<file path="src/include/ppc_pkg.sv">
package ppc_pkg;
    localparam int PPC_P0_PINS = 8;
    localparam int PPC_P1_PINS = 7;
    localparam int PPC_XB_PINS = 15;
    localparam logic [7:0] PPC_ADDR_P2_LATCH = 8'hA0;
    localparam logic [7:0] PPC_ADDR_P0_OTYPE = 8'hA4;
    localparam logic [7:0] PPC_ADDR_P1_DRV = 8'hA5;
    localparam logic [7:0] PPC_ADDR_P0_AIN = 8'hF1;
    localparam logic [3:0] PPC_PAGE_CFG = 4'h0;
    localparam logic [3:0] PPC_PAGE_DRV = 4'hF;
    localparam logic [7:0] PPC_RST_P2_LATCH = 8'h80;
    localparam logic [7:0] PPC_RST_P0_OTYPE = 8'h00;
    localparam logic [6:0] PPC_RST_P1_DRV = 7'h00;
    localparam logic [7:0] PPC_RST_P0_AIN = 8'hFF;
    localparam logic [6:0] PPC_RST_P0_DRV = 7'h00;
    localparam int PPC_P2_BIT = 7;
endpackage

</file>
<file path="src/rtl/ppc_port_config.sv">
`timescale 1ns/1ps
// Behaviour
// - Pins of port 0 and port 1 bits 0..6 serve analog, digital or interrupt use.
// - A pin with its skip bit set is never granted to the crossbar.
// - Input-mode bit 0 disables pull-up and receiver; resets to all ones.
// - Analog mode leaves the output driver alone.
// - Output-mode bit 0 open-drain, 1 push-pull, even in analog mode; resets zero.
// - Drivers reset to low strength; high strength selectable per pin.
// - Port 1 drive-strength bits 6..0 pick low or high drive per pin.
// - Port 1 drive-strength bit 7 reads zero and ignores writes.
// - Port 1 drive-strength register only on page 0xF at address 0xA5.
// - Port 2 bit 7 write sets latch; read returns the pin level.
// - Port 2 bits 6..0 read zero and ignore writes.
// - Port 2 data reachable from every page at 0xA0, bit-addressable.
module ppc_port_config
    import ppc_pkg::*;
(
    input wire logic clk,
    input wire logic rst,
    input wire logic [3:0] sfr_page,
    input wire logic [7:0] sfr_addr,
    input wire logic sfr_wr,
    input wire logic [7:0] sfr_wdata,
    input wire logic sfr_rd,
    output logic [7:0] sfr_rdata,
    input wire logic bit_wr,
    input wire logic [2:0] bit_sel,
    input wire logic bit_val,
    input wire logic [ppc_pkg::PPC_XB_PINS-1:0] port_latch,
    input wire logic [ppc_pkg::PPC_XB_PINS-1:0] crossbar_exclude_bits,
    input wire logic [ppc_pkg::PPC_XB_PINS-1:0] xbar_req,
    input wire logic [ppc_pkg::PPC_XB_PINS-1:0] xbar_data,
    input wire logic [ppc_pkg::PPC_P1_PINS-1:0] port1_output_type,
    input wire logic [ppc_pkg::PPC_P0_PINS-1:0] port0_drive_strength_bits,
    input wire logic [ppc_pkg::PPC_XB_PINS-1:0] pin_in,
    input wire logic pin2_in,
    output logic [ppc_pkg::PPC_XB_PINS-1:0] pin_out,
    output logic [ppc_pkg::PPC_XB_PINS-1:0] pin_oe,
    output logic [ppc_pkg::PPC_XB_PINS-1:0] pin_high_drive,
    output logic [ppc_pkg::PPC_P0_PINS-1:0] pin_pullup_en,
    output logic [ppc_pkg::PPC_P0_PINS-1:0] pin_rx_en,
    output logic [ppc_pkg::PPC_XB_PINS-1:0] xbar_grant,
    output logic [ppc_pkg::PPC_XB_PINS-1:0] analog_avail,
    output logic [ppc_pkg::PPC_XB_PINS-1:0] digital_in,
    output logic pin2_out,
    output logic pin2_oe
);
    import ppc_pkg::*;

    logic [7:0] p0_otype_reg;
    logic [7:0] p0_ain_reg;
    logic [6:0] p1_drv_reg;
    logic p2_latch_reg;
    logic [7:0] rdata_reg;
    logic [PPC_XB_PINS-1:0] sync1_reg;
    logic [PPC_XB_PINS-1:0] sync2_reg;
    logic p2_sync1_reg;
    logic p2_sync2_reg;
    logic [PPC_XB_PINS-1:0] out_reg;
    logic [PPC_XB_PINS-1:0] oe_reg;
    logic [PPC_XB_PINS-1:0] drv_reg;
    logic [PPC_XB_PINS-1:0] grant_reg;
    logic [PPC_XB_PINS-1:0] avail_reg;
    logic [PPC_XB_PINS-1:0] din_reg;
    logic [7:0] pu_reg;
    logic p2_out_reg;
    logic p2_oe_reg;

    function automatic logic hit(input logic [7:0] a, input logic [3:0] pg,
                                 input logic [7:0] ra, input logic [3:0] rp, input logic any);
        hit = (a == ra) && (any || pg == rp);
    endfunction

    wire logic sel_otype = hit(sfr_addr, sfr_page, PPC_ADDR_P0_OTYPE, PPC_PAGE_CFG, 1'b0);
    wire logic sel_ain = hit(sfr_addr, sfr_page, PPC_ADDR_P0_AIN, PPC_PAGE_CFG, 1'b0);
    wire logic sel_drv = hit(sfr_addr, sfr_page, PPC_ADDR_P1_DRV, PPC_PAGE_DRV, 1'b0);
    wire logic sel_p2 = hit(sfr_addr, sfr_page, PPC_ADDR_P2_LATCH, PPC_PAGE_CFG, 1'b1);
    // Bit writes other than bit 7 land on unused bits and are dropped.
    wire logic p2_bit_hit = bit_wr && sel_p2 && bit_sel == 3'(PPC_P2_BIT);
    wire logic [7:0] rd_mux = sel_otype ? p0_otype_reg :
                              sel_ain ? p0_ain_reg :
                              sel_drv ? {1'b0, p1_drv_reg} :
                              sel_p2 ? {p2_sync2_reg, 7'h00} : 8'h00;

    // Per-pin wiring: port 0 has its own type bits, port 1 takes them from outside.
    wire logic [PPC_XB_PINS-1:0] otype = {port1_output_type, p0_otype_reg};
    wire logic [PPC_XB_PINS-1:0] hdrv = {p1_drv_reg, port0_drive_strength_bits};
    wire logic [PPC_XB_PINS-1:0] ain = {{PPC_P1_PINS{1'b1}}, p0_ain_reg};
    wire logic [PPC_XB_PINS-1:0] grant;
    wire logic [PPC_XB_PINS-1:0] val;
    wire logic [PPC_XB_PINS-1:0] oe;

    // Analog select is deliberately absent here; software must park the driver itself.
    genvar g;
    generate
        for (g = 0; g < PPC_XB_PINS; g = g + 1) begin : g_pin
            assign grant[g] = xbar_req[g] && !crossbar_exclude_bits[g];
            assign val[g] = grant[g] ? xbar_data[g] : port_latch[g];
            assign oe[g] = otype[g] || !val[g];
        end
    endgenerate

    always_ff @(posedge clk or posedge rst) begin
        if (rst) begin
            p0_otype_reg <= PPC_RST_P0_OTYPE;
        end else if (sfr_wr && sel_otype) begin
            p0_otype_reg <= sfr_wdata;
        end
    end

    always_ff @(posedge clk or posedge rst) begin
        if (rst) begin
            p0_ain_reg <= PPC_RST_P0_AIN;
        end else if (sfr_wr && sel_ain) begin
            p0_ain_reg <= sfr_wdata;
        end
    end

    always_ff @(posedge clk or posedge rst) begin
        if (rst) begin
            p1_drv_reg <= PPC_RST_P1_DRV;
        end else if (sfr_wr && sel_drv) begin
            p1_drv_reg <= sfr_wdata[6:0];
        end
    end

    always_ff @(posedge clk or posedge rst) begin
        if (rst) begin
            p2_latch_reg <= PPC_RST_P2_LATCH[PPC_P2_BIT];
        end else begin
            if (sfr_wr && sel_p2) begin
                p2_latch_reg <= sfr_wdata[PPC_P2_BIT];
            end else if (p2_bit_hit) begin
                p2_latch_reg <= bit_val;
            end
        end
    end

    always_ff @(posedge clk or posedge rst) begin
        if (rst) begin
            sync1_reg <= '0;
            sync2_reg <= '0;
            p2_sync1_reg <= 1'b0;
            p2_sync2_reg <= 1'b0;
        end else begin
            sync1_reg <= pin_in;
            sync2_reg <= sync1_reg;
            p2_sync1_reg <= pin2_in;
            p2_sync2_reg <= p2_sync1_reg;
        end
    end

    always_ff @(posedge clk or posedge rst) begin
        if (rst) begin
            rdata_reg <= 8'h00;
        end else begin
            rdata_reg <= sfr_rd ? rd_mux : 8'h00;
        end
    end

    always_ff @(posedge clk or posedge rst) begin
        if (rst) begin
            out_reg <= '1;
            oe_reg <= '0;
            drv_reg <= '0;
        end else begin
            out_reg <= val;
            oe_reg <= oe;
            drv_reg <= hdrv;
        end
    end

    always_ff @(posedge clk or posedge rst) begin
        if (rst) begin
            grant_reg <= '0;
            avail_reg <= '0;
        end else begin
            grant_reg <= grant;
            avail_reg <= crossbar_exclude_bits;
        end
    end

    always_ff @(posedge clk or posedge rst) begin
        if (rst) begin
            din_reg <= '0;
            pu_reg <= '1;
        end else begin
            din_reg <= sync2_reg & ain;
            pu_reg <= p0_ain_reg;
        end
    end

    // Port 2 is open-drain only, so a high latch releases the pin to its pull-up.
    always_ff @(posedge clk or posedge rst) begin
        if (rst) begin
            p2_out_reg <= 1'b1;
            p2_oe_reg <= 1'b0;
        end else begin
            p2_out_reg <= p2_latch_reg;
            p2_oe_reg <= ~p2_latch_reg;
        end
    end

    assign sfr_rdata = rdata_reg;
    assign pin_out = out_reg;
    assign pin_oe = oe_reg;
    assign pin_high_drive = drv_reg;
    assign pin_pullup_en = pu_reg;
    assign pin_rx_en = pu_reg;
    assign xbar_grant = grant_reg;
    assign analog_avail = avail_reg;
    assign digital_in = din_reg;
    assign pin2_out = p2_out_reg;
    assign pin2_oe = p2_oe_reg;
endmodule // ppc_port_config

</file>
<file path="config.mk">
export PLATFORM = sky130hd
export DESIGN_NAME = ppc_port_config
export DESIGN_NICKNAME = d
export VERILOG_FILES = /design/src/include/ppc_pkg.sv /design/src/rtl/ppc_port_config.sv
export SDC_FILE = /design/constraint.sdc
export NUM_CORES = 1
export LEC_CHECK = 0
export BUFFER_PORTS_ARGS = -buffer_cell sky130_fd_sc_hd__buf_2
export CAP_MARGIN = 20
export CORE_MARGIN = 8
export CORE_UTILIZATION = 50
export CTS_CLUSTER_DIAMETER = 60
export DETAILED_ROUTE_END_ITERATION = 7
export GPL_TIMING_DRIVEN = 0
export MAX_ROUTING_LAYER = met4
export PLACE_DENSITY = 0.95
export SETUP_SLACK_MARGIN = 0.3
export SYNTH_ARGS = -nofsm -noshare
export SYNTH_HDL_FRONTEND = slang
export SYNTH_SLANG_ARGS = --single-unit
</file>
<file path="constraint.sdc">
create_clock -name clk -period 16.7 [get_ports clk]
set_clock_uncertainty 0.2 [all_clocks]
set_input_delay 3.34 -clock clk [delete_from_list [all_inputs] [get_ports clk]]
set_output_delay 3.34 -clock clk [all_outputs]
set_load 0.02 [all_outputs]
</file>
==> Yosys cells after proc, flatten, opt, wreduce, memory -nomap -nowiden <==
Index checks and enable logic that the tools add are counted.
Widths: inputs -> output; s select.
{ "totals": {"reg_bits": 164, "output_inout_bits": 116, "wordCells": 119} }
{ "classes": {"n_eq_ne": 6, "n_mux": 22, "n_bitwise": 2, "n_reduce_logical": 71} }
{ "op_table": {"columns": ["op", "count"], "rows": [
  ["$mux 8", 5],
  ["$eq 8x8->1 const B", 4],
  ["$logic_not 1->1", 30],
  ["$logic_and 1x1->1", 24],
  ["$mux 1", 17],
  ["$and 15x15->15", 1],
  ["$logic_or 1x1->1", 15],
  ["$eq 4x4->1 const B", 1],
  ["$logic_not 4->1", 1],
  ["$eq 3x3->1 const B", 1],
  ["$reduce_bool 2->1", 1],
  ["$not 1->1", 1]
]} }

==> Longest topological paths before layout <==
Gate-level depths: netlist of run 1.
{ "logic_depth": {"word_depth": 6, "ltp_mapped": 6, "depth_no_buf": 4} }

==> Worst setup path after synthesis of run 1 <==
OpenSTA, ideal clock, no wires.
{ "synth_path": {"path_type": "input-to-reg", "startpoint": "in sfr_addr[2]", "endpoint": "reg p0_ain_reg[0]", "setup_ps": 82, "arrival_time_ps": 4472, "required_time_ps": 16418, "path_slack_ps": 11945, "cell_stages": 5, "path_buffers": 1, "cell_sequence": "and4bb_2 -> and4_1 -> buf_6 -> nand3_4 -> mux2_4"} }
{ "synth_via": {"elab_chain_cells": 3} }
{ "synth_lines": {"columns": ["element", "line", "source"], "rows": [
  ["start, declared", "ppc_port_config.sv:21", "input wire logic [7:0] sfr_addr,"],
  ["$eq 8x8->1", "ppc_port_config.sv:71", "hit = (a == ra) && (any || pg == rp);"],
  ["$logic_and 1x1->1", "ppc_port_config.sv:71", null],
  ["$logic_and 1x1->1", "ppc_port_config.sv:114", "end else if (sfr_wr && sel_ain) begin"],
  ["end signal, assigned", "ppc_port_config.sv:115", "p0_ain_reg <= sfr_wdata;"],
  ["end, declared", "ppc_port_config.sv:51", "logic [7:0] p0_ain_reg;"]
]} }
Every way passes these cells.
A chain may end at the register's enable or synchronous reset.

==> Final worst setup path of run 1 <==
{ "layout_path": {"startpoint": "reg pu_reg[7], in the netlist pin_pullup_en[7]", "endpoint": "out pin_rx_en[7] (netlist name)"} }
{ "layout_lines": {"columns": ["element", "line", "source"], "rows": [
  ["start, declared", "ppc_port_config.sv:65", "logic [7:0] pu_reg;"],
  ["start signal, assigned", "ppc_port_config.sv:189", "pu_reg <= p0_ain_reg;"],
  ["end, declared", "ppc_port_config.sv:41", "output logic [ppc_pkg::PPC_P0_PINS-1:0] pin_rx_en,"]
]} }
No word-level cell between the ends.

==> impl_metrics.toml, run 1 <==
[setup_path]
cp_data_arrival_time_ns = 1.29
r2r_setup_slack_ns = 15.57
setup.worst_path.class = "reg -> out"
crit_required_ns = 13.16
r2r_end = "sfr_rdata[3]"
cp-start-kind = "flop"
crit_path_max_fanout = 2
cp-end-kind = "output pin"
rr_startpoint = "p0_ain_reg[3]"
rr_worst_depth = 2

[clock_tree]
cts.sinks = 164
clk_path_buf_depth = 2
cts_tree = "done"
numCtsBuffers = 17
cts_root_buffer = "clkbuf_8"
path_clk_slew_ns = 0.06
cts_setup_buffers = 0
clk_latency_ns = 0.51
cts_resized = 0
cts_hold_buffers = 0
htreeDepth = 4

[routing]
drcViolationCount = 0
firstDrtPassIters = 4
ant_nets = 0
wl_per_cell_um = 18.3
totalWireLength_um = 13200
vias = 3465
drt_iter0_drc = 211
avgViaCountPerCell = 4.81

[run]
cap_viol_max_count = 0

[synthesis]
synth_most_common_cell = "dfrtp_1"
synth_ff_type = "dfrtp_1"
synth_top_cells_by_count = "dfrtp_1 (131), dfstp_2 (33), mux2_2 (17)"
netlist.top_cell.by_area = "dfrtp_1"
synth_top_area_share_pct = 60.7
syn_inst = 313
ys_top_cells_by_area = "dfrtp_1 (61%), dfstp_2 (16%), mux2_2 (3.5%), mux2_1 (2.7%), mux2_4 (2.2%)"
synth-edff-count = 0
synth_seq_cells = 164
syn_area_sq_um = 5400
seq_area_frac_synth_pct = 76.7
ys_warn_count = 0
syn_area_per_cell_sq_um = 17.3
syn_nets = 433
ys_async_sr_fraction_pct = 100
synth_cell_types = 38

[min_path]
min_path_type = "reg -> reg"
min_to = "sync2_reg[2]"
holdPathStages = 0
hp-start = "sync1_reg[2]"

[global_route]
grt_usage_pct = 19.3
grt_max_degree = 91
grt_pass1_vias = 3885
antenna_found_initial = 1
grt_pass1_wl_um = 20500
grt_overflow = 0

[sta]
slew_headroom_pct = 49.0
setup_viol = 0
fin_crit_ns = 4.83
tightest_slew_ns = 0.764
rsz0062_at_grt = "false"
fin_ws_ns = 11.87
setup_tns_ns = 0
fmax_ghz = 0.207
finalCritPeriodShare_pct = 28.9
slew_viol_final = 0
hold_viol = 0

[floorplan]
core_sq_um = 10700
die_area_sq_um = 14400
die_y_um = 120
io_pins = 236
initial_core_util_pct = 50.5
rows = 38
die_w_um = 120

[placed_design]
portBuffers = 234
preCtsSetupSlack_ns = 11.62
dp_cells = 688
dpl.hpwl_um = 9910
finalWeightedCongestion = 0.783

[power]
powerDensity_nw_per_um2 = 119
vdd_ir_drop_max_mv = 0.0941
p_leak_uw = 0.00381

[layout]
fin_util_pct = 69.1
num-nets-final = 687
syn_to_final_growth_pct = 36.8
drive_gt1_share_pct = 59.3
seqCellArea_sq_um = 4150
nFillCells = 739
multi_input_area_sq_um = 1150
fin_cells = 721

[run_status]
status = "finished, final reports clean"
[where the power goes]
part / switching, uW / internal [uW] / total (uW)
sequential: 4.00 / 415 / 419
clock: 144 / 252 / 396
combinational: 39.0 / 24.1 / 63.1
[cell families (layout without fill, tap and decap cells)]
group           after synthesis  after routing  synth area share (%)
mux                          38             38                  8.48
flops                       164            164                  76.7
compound gates               18             18                  2.20
simple gates                 77             77                  10.6
buf+inv                      16            283                  2.01
other cells                   0              1                     0
[per-layer routing]
| layer | routed length [um] | vias to the layer above | GRT usage [%] |
|---|---|---|---|
| met4 | 267 | 0 | 7.26 |
| met2 | 7150 | 142 | 33.5 |
| li1 | - | 1575 | - |
| met5 | 0 | - | - |
| met3 | 844 | 22 | 6.53 |
| met1 | 4890 | 1726 | 19.9 |
[metrics by stage]
stage	hold WS [ns]	total power (uW)	area [sq um]
floorplan	0.131	457	5400
global placement	0.133	486	6750
detailed placement	0.135	490	6780
CTS	0.149	890	7390
global route	0.156	913	7390
finish	0.148	878	7390
[worst max-delay path: stages, from the launching register on]
cell and delay, ns:
dfstp_2 0.53, buf_4 0.09, buf_2 0.16
[cells in the final DEF, fill, tap and decap left out, drive strengths merged, types with 6 or more instances in the layout]
cell type / Yosys / layout
a21oi: 8 / 8
a41oi: 6 / 6
and2: 8 / 8
buf: 12 / 247
clkbuf: 1 / 26
dfrtp: 131 / 131
dfstp: 33 / 33
mux2: 38 / 38
nand2: 8 / 8
nand2b: 15 / 15
nand4: 7 / 7
nor2: 7 / 7
nor2b: 15 / 15
[worst max-delay path by stage]
stage                                start                to  slack [ns]  depth (start not counted)
after CTS                 pin_pullup_en[1]      pin_rx_en[1]       11.83                          2
after detailed placement       sfr_page[0]      sfr_rdata[1]       11.62                          6
after floorplan                        rst   analog_avail[0]        8.78                          1
after global routing      pin_pullup_en[1]      pin_rx_en[1]       11.80                          2
final                     pin_pullup_en[7]      pin_rx_en[7]       11.87                          2
after global placement                 rst  analog_avail[14]        7.57                          2
[area by class of cell]
type	instances	area share [%]
multi-input combinational	133	15.5
clock inverter	7	1.96
clock buffer	25	6.28
sequential	164	56.1
buffer	14	1.37
inverter	2	0.169
tap	140	2.37
antenna	1	0.0338
timing repair buffer	235	16.2
(Power assumes the default switching activity.)
==> inputs of run 2 (changes only) <==
CORE_UTILIZATION = 47   (was 50)
PLACE_DENSITY = 0.9   (was 0.95)
clock period = 5 ns   (was 16.7 ns; I/O delays follow)
==> impl_metrics.toml, run 2 (synthesis results as in run 1) <==
[run_status]
status = "finished, final reports clean"

[layout]
mostFrequentLayoutCells = "buf_2 (237), dfrtp_1 (131), dfstp_2 (33), mux2_2 (17), clkbuf_16 (17)"
layout_commonest_cell = "buf_2"
num-nets-final = 689
fin_util_pct = 65.2
syn_to_final_growth_pct = 36.5
drive_gt1_share_pct = 60.1
nFillCells = 836

[power]
p_comb_share_pct = 7.6
seq_power_share_pct = 49.7
switching_share_pct = 22.4
p_sw_uw = 630
p_leak_uw = 0.00380
vdd_ir_drop_max_mv = 0.264
powerDensity_nw_per_um2 = 382
power.share.clock_pct = 42.8
p_int_uw = 2190

[clock_tree]
numCtsBuffers = 17
cts_tree = "done"
htreeDepth = 4
cts_root_buffer = "clkbuf_16"
cts_setup_buffers = 0
cts_hold_buffers = 0
clk_latency_ns = 0.41
cts_resized = 0
path_clk_slew_ns = 0.06
clk_path_buf_depth = 2
cts.sinks = 164

[sta]
fin_ws_ns = 2.61
rsz0062_at_grt = "false"
setup_tns_ns = 0
hold_viol = 0
slew_viol_final = 0
setup_viol = 0
fmax_ghz = 0.418
slew_headroom_pct = 44.9
fin_crit_ns = 2.39
hold_ws_ns = 0.146
finalCritPeriodShare_pct = 47.8
tightest_slew_ns = 0.825

[placed_design]
portBuffers = 234
preCtsSetupSlack_ns = 2.22
finalWeightedCongestion = 0.788
dpl.hpwl_um = 9990

[setup_path]
crit_slowest_cell = "dfstp_2"
setup.worst_path.class = "reg -> out"
r2r_setup_slack_ns = 3.84
rr_worst_depth = 4
crit_required_ns = 3.80
cpPeakStageDelay_ns = 0.53
critPathCapture = "pin_rx_en[5]"
critPathLaunch = "pin_pullup_en[5]"
crit_path_max_fanout = 2
crit_chain = "buf_4 > buf_2"
r2r_end = "p2_latch_reg"
cp-start-kind = "flop"
cp_data_arrival_time_ns = 1.19
rr_startpoint = "p2_latch_reg"
cp-end-kind = "output pin"

[routing]
vias = 3490
drcViolationCount = 0
totalWireLength_um = 13100
firstDrtPassIters = 4
wl_per_cell_um = 18.0
avgViaCountPerCell = 4.81
drt_iter0_drc = 218
ant_nets = 0

[floorplan]
die_area_sq_um = 15200
initial_core_util_pct = 47.7
die_y_um = 123
core_sq_um = 11300
rows = 39
die_w_um = 123
io_pins = 236

[global_route]
grt_overflow = 0
grt_pass1_vias = 3961
grt_pass1_wl_um = 20300
grt_max_degree = 48
grt_usage_pct = 18.5
antenna_found_initial = 0

[run]
cap_viol_max_count = 0

[min_path]
min_path_type = "reg -> reg"
holdPathStages = 0
## run 2: final cells by class
class | instances | area [sq um] | area share (%)
timing repair buffer | 237 | 1230 | 16.7
clock inverter | 10 | 82.6 | 1.12
inverter | 2 | 11.3 | 0.153
buffer | 14 | 101 | 1.37
multi-input combinational | 133 | 1150 | 15.6
antenna | 1 | 2.50 | 0.0339
tap | 143 | 179 | 2.43
clock buffer | 22 | 474 | 6.43
sequential | 164 | 4150 | 56.2
## run 2: how the worst min path moves through the flow
stage | from | slack (ns) | to
after global routing | sync1_reg[0] | 0.15 | sync2_reg[0]
after CTS | sync2_reg[9] | 0.15 | digital_in[9]
after floorplan | sync2_reg[10] | 0.13 | digital_in[10]
after global placement | sync1_reg[6] | 0.13 | sync2_reg[6]
final | sync1_reg[0] | 0.15 | sync2_reg[0]
after detailed placement | sync2_reg[9] | 0.13 | digital_in[9]
## run 2: routing by layer
layer  routed length [um]  vias up  track usage [%]
met5                    0        -                -
met4                  192        0             6.55
met3                  956       18             5.75
met2                 6880      153             31.0
met1                 5050     1747             20.6
li1                     -     1572                -
## run 2: critical path: cells and delay by family (launching register included)
family	cells	cell delay, ns
DFF	1	0.53
buffers and inverters	2	0.25
## run 2: through the flow
| stage | instance area, sq um | total power [uW] | std cells |
|---|---|---|---|
| 2_1_floorplan | 5410 | 1530 | 313 |
| 3_5_place_dp | 6820 | 1640 | 693 |
| 4_1_cts | 7370 | 2850 | 725 |
| 6_report | 7380 | 2820 | 726 |
| 3_3_place_gp | 6760 | 1620 | 690 |
| 5_1_grt | 7370 | 2930 | 725 |
## run 2: power groups by stage
stage | combinational (uW) | clock [uW] | sequential [uW]
5_1_grt | 233 | 1290 | 1400
2_1_floorplan | 53.6 | 0 | 1470
3_5_place_dp | 218 | 0 | 1420
6_report | 214 | 1200 | 1400
4_1_cts | 219 | 1230 | 1400
3_3_place_gp | 204 | 0 | 1420
